[config.mk]
export PLATFORM = sky130hd
export DESIGN_NAME = timer_output_flop_control
export DESIGN_NICKNAME = d
export VERILOG_FILES = /design/src/include/flop_ctrl_pkg.sv /design/src/core/timer_output_flop_control.sv
export SDC_FILE = /design/constraint.sdc
export NUM_CORES = 1
export LEC_CHECK = 0
export BUFFER_PORTS_ARGS = -buffer_cell sky130_fd_sc_hd__buf_2
export CORE_ASPECT_RATIO = 1.5
export CORE_MARGIN = 3
export CORE_UTILIZATION = 30
export CTS_BUF_LIST = sky130_fd_sc_hd__clkbuf_8 sky130_fd_sc_hd__clkbuf_16
export DETAILED_ROUTE_END_ITERATION = 16
export GPL_TIMING_DRIVEN = 0
export HOLD_SLACK_MARGIN = 0.12
export PLACE_DENSITY = 0.52
export SETUP_SLACK_MARGIN = 0.02
export SLEW_MARGIN = 0
export SYNTH_ARGS = -nofsm -noshare
export SYNTH_HDL_FRONTEND = slang
export SYNTH_SLANG_ARGS = --single-unit
[constraint.sdc]
create_clock -name ref_clk -period 3.6 [get_ports ref_clk]
set_input_delay 0.36 -clock ref_clk [delete_from_list [all_inputs] [get_ports ref_clk]]
set_output_delay 0.36 -clock ref_clk [all_outputs]
set_load 0.01 [all_outputs]
[src/include/flop_ctrl_pkg.sv]
package flop_ctrl_pkg;
	// ----------------------------------------
	// Register map
	// ----------------------------------------
	localparam int          ADDR_W          = 9;
	localparam int          DATA_W          = 8;
	localparam int          CHANNELS        = 4;
	localparam logic [8:0]  CH0_CTRL_ADDR   = 9'h183;
	localparam logic [8:0]  CH1_CTRL_ADDR   = 9'h193;
	localparam logic [8:0]  CH2_CTRL_ADDR   = 9'h1A3;
	localparam logic [8:0]  CH3_CTRL_ADDR   = 9'h1B3;

	// ----------------------------------------
	// Field layout
	// ----------------------------------------
	localparam int          SEC_ACT_LSB     = 6;
	localparam int          CAP1_EN_BIT     = 5;
	localparam int          CAP0_EN_BIT     = 4;
	localparam int          CMP1_EN_BIT     = 3;
	localparam int          CMP0_EN_BIT     = 2;
	localparam int          PRI_ACT_LSB     = 0;

	// ----------------------------------------
	// Action encoding and reset values
	// ----------------------------------------
	localparam logic [1:0]  ACT_INVERT      = 2'h0;
	localparam logic [1:0]  ACT_SET         = 2'h1;
	localparam logic [1:0]  ACT_CLEAR       = 2'h2;
	localparam logic [1:0]  ACT_READBACK    = 2'h3;
	localparam logic [3:0]  ENABLES_RESET   = 4'h0;
	localparam logic        FLOP_RESET      = 1'b0;
endpackage : flop_ctrl_pkg

[src/core/timer_output_flop_control.sv]
// Local design decision: the strobed register port.
`timescale 1ns/100ps
// Behaviour
// Secondary action field: invert, set, clear, none.
// Primary action field: invert, set, clear, none.
// Both action fields always read back 11.
// Capture one load inverts primary when enabled.
// Capture zero load inverts primary when enabled.
// Compare one match inverts primary when enabled.
// Compare zero match inverts primary when enabled.
// Primary flop drives the timer output pin.
// Software uses plain writes, never read-modify-write.
// Actions apply once per write; flops hold otherwise, except that enabled events invert primary.
module timer_output_flop_control (
	input  wire logic                                ref_clk,
	input  wire logic                                sys_rst,
	input  wire logic [flop_ctrl_pkg::ADDR_W-1:0]    addr,
	input  wire logic [flop_ctrl_pkg::DATA_W-1:0]    wr_data,
	input  wire logic                                wr_strobe,
	input  wire logic                                rd_strobe,
	output logic      [flop_ctrl_pkg::DATA_W-1:0]    rd_data,
	input  wire logic [flop_ctrl_pkg::CHANNELS-1:0]  compare_zero_match,
	input  wire logic [flop_ctrl_pkg::CHANNELS-1:0]  compare_one_match,
	input  wire logic [flop_ctrl_pkg::CHANNELS-1:0]  capture_zero_load,
	input  wire logic [flop_ctrl_pkg::CHANNELS-1:0]  capture_one_load,
	output logic      [flop_ctrl_pkg::CHANNELS-1:0]  timer_output_pin,
	output logic      [flop_ctrl_pkg::CHANNELS-1:0]  secondary_output_flop
);
	import flop_ctrl_pkg::*;

	// ----------------------------------------
	// Write data fields
	// ----------------------------------------
	logic [1:0]           pri_act;
	logic [1:0]           sec_act;
	logic [3:0]           new_enables;
	logic                 pri_invert_req;
	logic                 pri_set_req;
	logic                 pri_clear_req;
	logic                 sec_invert_req;
	logic                 sec_set_req;
	logic                 sec_clear_req;

	assign pri_act     = wr_data[PRI_ACT_LSB+1:PRI_ACT_LSB];
	assign sec_act     = wr_data[SEC_ACT_LSB+1:SEC_ACT_LSB];
	assign new_enables = wr_data[CAP1_EN_BIT:CMP0_EN_BIT];

	always_comb begin
		pri_invert_req = 1'b0;
		pri_set_req    = 1'b0;
		pri_clear_req  = 1'b0;
		unique case (pri_act)
			ACT_INVERT: begin
				pri_invert_req = 1'b1;
			end
			ACT_SET: begin
				pri_set_req = 1'b1;
			end
			ACT_CLEAR: begin
				pri_clear_req = 1'b1;
			end
			ACT_READBACK: begin
				pri_invert_req = 1'b0;
			end
		endcase
	end

	always_comb begin
		sec_invert_req = 1'b0;
		sec_set_req    = 1'b0;
		sec_clear_req  = 1'b0;
		unique case (sec_act)
			ACT_INVERT: begin
				sec_invert_req = 1'b1;
			end
			ACT_SET: begin
				sec_set_req = 1'b1;
			end
			ACT_CLEAR: begin
				sec_clear_req = 1'b1;
			end
			ACT_READBACK: begin
				sec_invert_req = 1'b0;
			end
		endcase
	end

	// ----------------------------------------
	// Address decode
	// ----------------------------------------
	logic [CHANNELS-1:0]  sel;
	logic [CHANNELS-1:0]  wr_hit;
	logic [CHANNELS-1:0]  rd_hit;

	always_comb begin
		sel[0] = (addr == CH0_CTRL_ADDR);
		sel[1] = (addr == CH1_CTRL_ADDR);
		sel[2] = (addr == CH2_CTRL_ADDR);
		sel[3] = (addr == CH3_CTRL_ADDR);
	end

	assign wr_hit = sel & {CHANNELS{wr_strobe}};
	assign rd_hit = sel & {CHANNELS{rd_strobe}};

	// ----------------------------------------
	// Per-channel storage
	// ----------------------------------------
	localparam int        CAP1_IDX = CAP1_EN_BIT - CMP0_EN_BIT;
	localparam int        CAP0_IDX = CAP0_EN_BIT - CMP0_EN_BIT;
	localparam int        CMP1_IDX = CMP1_EN_BIT - CMP0_EN_BIT;
	localparam int        CMP0_IDX = CMP0_EN_BIT - CMP0_EN_BIT;

	wire  [CHANNELS-1:0]  primary_output_flop;
	wire  [CHANNELS-1:0]  secondary_flop_all;
	wire  [3:0]           enables_all [CHANNELS];

	for (genvar ch = 0; ch < CHANNELS; ch++) begin : g_ch
		logic  cap_one_en;
		logic  cap_zero_en;
		logic  cmp_one_en;
		logic  cmp_zero_en;
		logic  cap_one_hit;
		logic  cap_zero_hit;
		logic  cmp_one_hit;
		logic  cmp_zero_hit;
		logic  trig;
		logic  pri_set;
		logic  pri_clear;
		logic  pri_invert;
		logic  sec_set;
		logic  sec_clear;
		logic  sec_invert;
		logic  primary_q;
		logic  secondary_q;
		logic  next_primary;
		logic  next_secondary;

		// ----------------------------------------
		// Trigger enables
		// ----------------------------------------
		always_ff @(posedge ref_clk) begin
			if (sys_rst) begin
				cap_one_en <= ENABLES_RESET[CAP1_IDX];
			end else if (wr_hit[ch]) begin
				cap_one_en <= new_enables[CAP1_IDX];
			end
		end

		always_ff @(posedge ref_clk) begin
			if (sys_rst) begin
				cap_zero_en <= ENABLES_RESET[CAP0_IDX];
			end else if (wr_hit[ch]) begin
				cap_zero_en <= new_enables[CAP0_IDX];
			end
		end

		always_ff @(posedge ref_clk) begin
			if (sys_rst) begin
				cmp_one_en <= ENABLES_RESET[CMP1_IDX];
			end else if (wr_hit[ch]) begin
				cmp_one_en <= new_enables[CMP1_IDX];
			end
		end

		always_ff @(posedge ref_clk) begin
			if (sys_rst) begin
				cmp_zero_en <= ENABLES_RESET[CMP0_IDX];
			end else if (wr_hit[ch]) begin
				cmp_zero_en <= new_enables[CMP0_IDX];
			end
		end

		// ----------------------------------------
		// Trigger events
		// ----------------------------------------
		always_comb begin
			cap_one_hit = 1'b0;
			if (cap_one_en) begin
				cap_one_hit = capture_one_load[ch];
			end
		end

		always_comb begin
			cap_zero_hit = 1'b0;
			if (cap_zero_en) begin
				cap_zero_hit = capture_zero_load[ch];
			end
		end

		always_comb begin
			cmp_one_hit = 1'b0;
			if (cmp_one_en) begin
				cmp_one_hit = compare_one_match[ch];
			end
		end

		always_comb begin
			cmp_zero_hit = 1'b0;
			if (cmp_zero_en) begin
				cmp_zero_hit = compare_zero_match[ch];
			end
		end

		// Simultaneous events in one cycle pair up, so an even count leaves the flop alone.
		assign trig = cap_one_hit ^ cap_zero_hit ^ cmp_one_hit ^ cmp_zero_hit;

		// ----------------------------------------
		// Write actions
		// ----------------------------------------
		assign pri_set    = wr_hit[ch] && pri_set_req;
		assign pri_clear  = wr_hit[ch] && pri_clear_req;
		assign pri_invert = wr_hit[ch] && pri_invert_req;
		assign sec_set    = wr_hit[ch] && sec_set_req;
		assign sec_clear  = wr_hit[ch] && sec_clear_req;
		assign sec_invert = wr_hit[ch] && sec_invert_req;

		// ----------------------------------------
		// Primary flop
		// ----------------------------------------
		// A set or clear write wins over a trigger event in the same cycle.
		always_comb begin
			next_primary = primary_q;
			if (pri_set) begin
				next_primary = 1'b1;
			end else if (pri_clear) begin
				next_primary = 1'b0;
			end else if (trig ^ pri_invert) begin
				next_primary = ~primary_q;
			end
		end

		always_ff @(posedge ref_clk) begin
			if (sys_rst) begin
				primary_q <= FLOP_RESET;
			end else begin
				primary_q <= next_primary;
			end
		end

		// ----------------------------------------
		// Secondary flop
		// ----------------------------------------
		always_comb begin
			next_secondary = secondary_q;
			if (sec_set) begin
				next_secondary = 1'b1;
			end else if (sec_clear) begin
				next_secondary = 1'b0;
			end else if (sec_invert) begin
				next_secondary = ~secondary_q;
			end
		end

		always_ff @(posedge ref_clk) begin
			if (sys_rst) begin
				secondary_q <= FLOP_RESET;
			end else begin
				secondary_q <= next_secondary;
			end
		end

		// ----------------------------------------
		// Channel outputs
		// ----------------------------------------
		assign primary_output_flop[ch] = primary_q;
		assign secondary_flop_all[ch]  = secondary_q;
		assign enables_all[ch]         = {cap_one_en, cap_zero_en, cmp_one_en, cmp_zero_en};
	end

	assign timer_output_pin      = primary_output_flop;
	assign secondary_output_flop = secondary_flop_all;

	// ----------------------------------------
	// Read port
	// ----------------------------------------
	// Action fields read as a constant, so read-modify-write writes back the no-action code.
	logic [3:0]           rd_enables;
	logic [DATA_W-1:0]    next_rd_data;

	always_comb begin
		unique case (addr)
			CH0_CTRL_ADDR: begin
				rd_enables = enables_all[0];
			end
			CH1_CTRL_ADDR: begin
				rd_enables = enables_all[1];
			end
			CH2_CTRL_ADDR: begin
				rd_enables = enables_all[2];
			end
			CH3_CTRL_ADDR: begin
				rd_enables = enables_all[3];
			end
			default: begin
				rd_enables = ENABLES_RESET;
			end
		endcase
	end

	always_comb begin
		next_rd_data = '0;
		if (|rd_hit) begin
			next_rd_data = {ACT_READBACK, rd_enables, ACT_READBACK};
		end
	end

	always_ff @(posedge ref_clk) begin
		if (sys_rst) begin
			rd_data <= '0;
		end else begin
			rd_data <= next_rd_data;
		end
	end
endmodule : timer_output_flop_control

# After elaboration in Yosys (flattened, before gate mapping)
# Cells that the tools add are included.
[totals]
reg_bits = 32
output_inout_bits = 16
in_bits = 37
[op_classes]
bitwise = 27
n_eq_ne = 8
reduce_logical = 36
n_mux = 48
[op_table]
columns = ["operator", "n"]
rows = [
  ["$mux 1", 46],
  ["$eq 9x9->1 const B", 4],
  ["$logic_and 1x1->1", 24],
  ["$reduce_bool 3->1", 8],
  ["$pmux 4 s4", 1],
  ["$xor 1x1->1", 16],
  ["$not 1->1", 9],
  ["$and 4x4->4", 2],
  ["$mux 8", 1],
  ["$eq 2x1->1 const B", 2],
  ["$eq 2x2->1 const B", 2],
  ["$logic_not 2->1", 2],
  ["$reduce_or 4->1", 1],
  ["$reduce_or 2->1", 1],
]

# Depth between registers and ports, before layout
[logic_depth]
word_depth = 8
depth_mapped = 6

# Worst setup path after synthesis
# OpenSTA, ideal clock, no wires.
[synth_timing]
kind = "input port to flip-flop"
from = "in addr[3] (netlist name)"
to = "reg g_ch[0].primary_q"
slack_ps = 1603
t_arrival_ps = 1925
cell_stages = 6
setup_ps = 72
n_path_buf = 2
path_cell_list = "or4b_4 > buf_6 > or2_0 > clkbuf_2 > or4b_1 > mux2i_1"
[synth_via]
elab_chain_cells = 5
word_cells_on_any_way = 9
cone_classes = "1 x eq/ne; 2 x mux; 2 x bitwise; 4 x reduce/logical"
[synth_rtl]
columns = ["item", "line_no", "rtl"]
rows = [
  ["from (decl)", "timer_output_flop_control.sv:17", "input wire logic [flop_ctrl_pkg::ADDR_W-1:0] addr,"],
  ["$eq 9x9->1 *", "timer_output_flop_control.sv:96", "sel[0] = (addr == CH0_CTRL_ADDR);"],
  ["$and 4x4->4 *", "timer_output_flop_control.sv:102", "assign wr_hit = sel & {CHANNELS{wr_strobe}};"],
  ["$logic_and 1x1->1, on equally long branches", "timer_output_flop_control.sv:212, timer_output_flop_control.sv:211", ""],
  ["$xor 1x1->1 / $mux 1 (equally long branches)", "timer_output_flop_control.sv:227, timer_output_flop_control.sv:225", ""],
  ["$reduce_bool 3->1 (no line) / $mux 1 (equally long branches)", "-", ""],
  ["to (signal assigned)", "timer_output_flop_control.sv:236", "primary_q <= next_primary;"],
  ["to (decl)", "timer_output_flop_control.sv:133", "logic primary_q;"],
]
# Mark *: on every way between the ends. The rest lies on a longest branch, timed or not.
# A chain may end at the register's enable or synchronous reset.

# Worst setup path after layout
[layout_timing]
from = "in addr[3] (netlist name)"
to = "reg g_ch[2].cap_one_en"
[layout_via]
elab_chain_cells = 2
[layout_rtl]
columns = ["item", "line_no", "rtl"]
rows = [
  ["$eq 9x9->1", "timer_output_flop_control.sv:98", "sel[2] = (addr == CH2_CTRL_ADDR);"],
  ["$and 4x4->4", "timer_output_flop_control.sv:102", ""],
  ["to (signal assigned)", "timer_output_flop_control.sv:143", "cap_one_en <= ENABLES_RESET[CAP1_IDX];"],
  ["to (signal assigned)", "timer_output_flop_control.sv:145", "cap_one_en <= new_enables[CAP1_IDX];"],
  ["to (decl)", "timer_output_flop_control.sv:118", "logic cap_one_en;"],
]
# No other way between the ends.

==> flow_metrics.py <==
metrics = {
    "worst_setup_path": {
        "critPathMaxFanout": 8,
        "critPathKind": "in -> reg",
        "required_ns": 3.76,
        "cp-start-kind": "primary input",
        "worstPathCellList": "buf_2, or4b_4, buf_6, nor3_1, mux2i_1, nor2_1",
        "crit_slowest_cell": "nor3_1",
        "critPathCaptureType": "flip-flop",
        "crit_arrival_ns": 2.18,
        "cp_slowest_stage_delay_ns": 0.73,
    },
    "floorplan": {
        "start_util_pct": 31.6,
        "rows": 31,
        "io_pins": 53,
        "fp.dieW_um": 64.6,
        "core_um2": 4890,
        "dieHeight_um": 93.9,
        "dieArea_um2": 6060,
    },
    "detailed_routing": {
        "wl_per_cell_um": 13.7,
        "drt-initial-drc-count": 49,
        "met2_length_um": 2040,
        "antenna_left": 0,
        "drt-met1-wl_um": 1530,
        "dr_wl_met3_um": 227,
        "top_layer": "met4",
        "drc": 0,
        "vias": 1274,
        "wl_um": 3860,
        "via_per_inst": 4.52,
        "dr.pass1.iters": 4,
    },
    "clock_tree": {
        "clock_sinks": 29,
        "clk_pin_slew_ns": 0.06,
        "numCtsBuffers": 5,
        "root_buffer": "clkbuf_8",
        "clockBufferDepth": 2,
        "postCtsSetupRepairBufs": 0,
        "cts.htree.levels": 2,
        "hold_buffers": 0,
        "cts_tree": "built",
        "cts_resized": 0,
        "insertion_delay_ns": 0.28,
    },
    "run": {
        "maxCapViolCount": 0,
    },
    "cells_and_area": {
        "area_delta_synth_final_pct": 27.6,
        "antennaDiodeCount": 0,
        "design_area_um2": 1970,
        "layout_commonest_cell": "buf_2",
        "final_cell_mix": "52 x buf_2, 29 x dfxtp_1, 19 x nor2_1",
        "layout.nets": 252,
        "drive_above_1_share_pct": 38.4,
    },
    "synth": {
        "syn_area_um2": 1540,
        "syn_avg_cell_area_um2": 9.90,
        "synth_warnings": 0,
        "yosysSeqAreaShare_pct": 37.6,
        "syn-num-nets": 193,
        "ys_ff_latch": 29,
        "syn_inst": 156,
        "synthDistinctLibCells": 30,
    },
    "sta": {
        "setup_viol": 0,
        "worstMarginPinSlew_ns": 0.887,
        "period_needed_ns": 2.03,
        "worst_hold_slack_ns": 0.366,
        "fmax_mhz": 494,
        "fin_worst_skew_ns": 0.00340,
        "final-hold-violation-count": 0,
        "setup-tns-final_ns": 0,
        "slew_headroom_pct": 40.4,
        "fin_crit_sh_pct": 56.3,
        "drv_slew": 0,
        "rsz0062_at_grt": "no",
    },
    "global_route": {
        "grt_overflow": 0,
        "grt_pass1_vias": 1292,
        "grt_pass1_wl_um": 6210,
        "antenna_found_initial": 0,
        "gr-usage-all-layers_pct": 13.8,
        "grt_start_max_net_pins": 11,
    },
    "outcome": {
        "status": "finished clean",
    },
    "place": {
        "place_hpwl_um": 3010,
        "port_buffers": 52,
        "gp_congestion": 0.781,
        "place_area_um2": 1890,
    },
    "power": {
        "ir_drop_mv": 0.261,
        "p_leak_nw": 0.811,
        "p_per_area_nw_per_um2": 317,
    },
    "worst_hold_path": {
        "holdCritPathClass": "in -> reg",
    },
}
==> path summary, 6_finish.rpt <==
kind | start | to | slack [ns] | cells after the start
worst max-delay path | addr[3] | g_ch[2].cap_one_en$_SDFFE_PP0P_ | 1.57 | 6
worst min-delay path | wr_data[7] | g_ch[3].secondary_q$_SDFFE_PP0P_ | 0.37 | 4
worst max register to register | g_ch[3].cmp_zero_en$_SDFFE_PP0P_ | g_ch[3].primary_q$_SDFFE_PP0P_ | 2.15 | 4
worst min register to register | g_ch[2].secondary_q$_SDFFE_PP0P_ | g_ch[2].secondary_q$_SDFFE_PP0P_ | 0.48 | 1
==> state kept, by name, summed over array words and instances (netlist names) <==
| register | count |
|---|---|
| g_ch.cmp_one_en | 4 |
| g_ch.cap_zero_en | 4 |
| g_ch.secondary_q | 4 |
| g_ch.primary_q | 4 |
| g_ch.cap_one_en | 4 |
| g_ch.cmp_zero_en | 4 |
| rd_data | 5 |
==> cells in the mapped netlist <==
master,count,area [um^2]
xor2_1,8,70.1
a311oi_1,3,26.3
xnor3_1,4,90.1
nor3_1,4,20.0
or4b_1,1,10.0
or4b_4,1,13.8
mux2_2,3,33.8
nand4_1,1,6.26
nand2_1,18,67.6
nand2b_1,2,12.5
a21oi_1,6,30.0
nor4_1,3,18.8
or2_0,1,6.26
nor3_2,1,10.0
clkbuf_2,1,5.00
o31ai_1,1,7.51
nor2b_1,6,37.5
a21o_1,1,7.51
mux2i_1,17,170
a31oi_1,1,6.26
nand3_1,1,5.00
inv_1,1,3.75
buf_6,1,11.3
nor4_4,1,21.3
nor2_1,19,71.3
or4b_2,1,10.0
mux4_2,4,90.1
clkbuf_1,5,18.8
dfxtp_1,29,581
buf_4,11,82.6
==> routing by layer <==
layer	vias up	GRT usage [%]
met2	37	24.5
met4	0	5.47
met1	580	15.1
met3	4	4.07
li1	653	-
met5	-	0
==> worst max-delay path: cells and delay by family <==
kind | cells | cell delay, ns
simple gates | 3 | 1.30
mux | 1 | 0.26
buf+inv | 2 | 0.24
==> logic make-up after synthesis <==
| kind of cell | count (synthesis) | share of synthesized area (%) |
|---|---|---|
| simple gates | 60 | 20.1 |
| mux | 24 | 19.0 |
| flops | 29 | 37.6 |
| xor+xnor | 12 | 10.4 |
| compound gates | 12 | 5.03 |
| buf+inv | 19 | 7.86 |
==> layout make-up <==
cell class,instances,area [um^2]
well taps,66,82.6
plain buffers,18,118
inverters,1,3.75
multi-input cells,108,842
repair buffers,52,260
clock buffers,5,68.8
fillers,534,2920
flip-flops and latches,29,581
clock inverters,3,13.8
==> report_power, final <==
part           switching, mW  internal (mW)  leakage, nW
clock                  0.125          0.131       0.0491
sequential          0.000214          0.321        0.233
combinational         0.0261         0.0220        0.528
total                  0.151          0.474        0.811
==> through the flow <==
step           cells  setup WS (ns)  utilization, %  power [mW]
2_1_floorplan    156           1.60               -       0.348
3_3_place_gp     274           1.31            38.6       0.377
3_5_place_dp     274           1.30            38.6       0.377
4_1_cts          282           1.60            40.3       0.635
5_1_grt          282           1.46            40.3       0.652
6_report         282           1.57            40.3       0.625
Power figures use the tool's default switching activity.
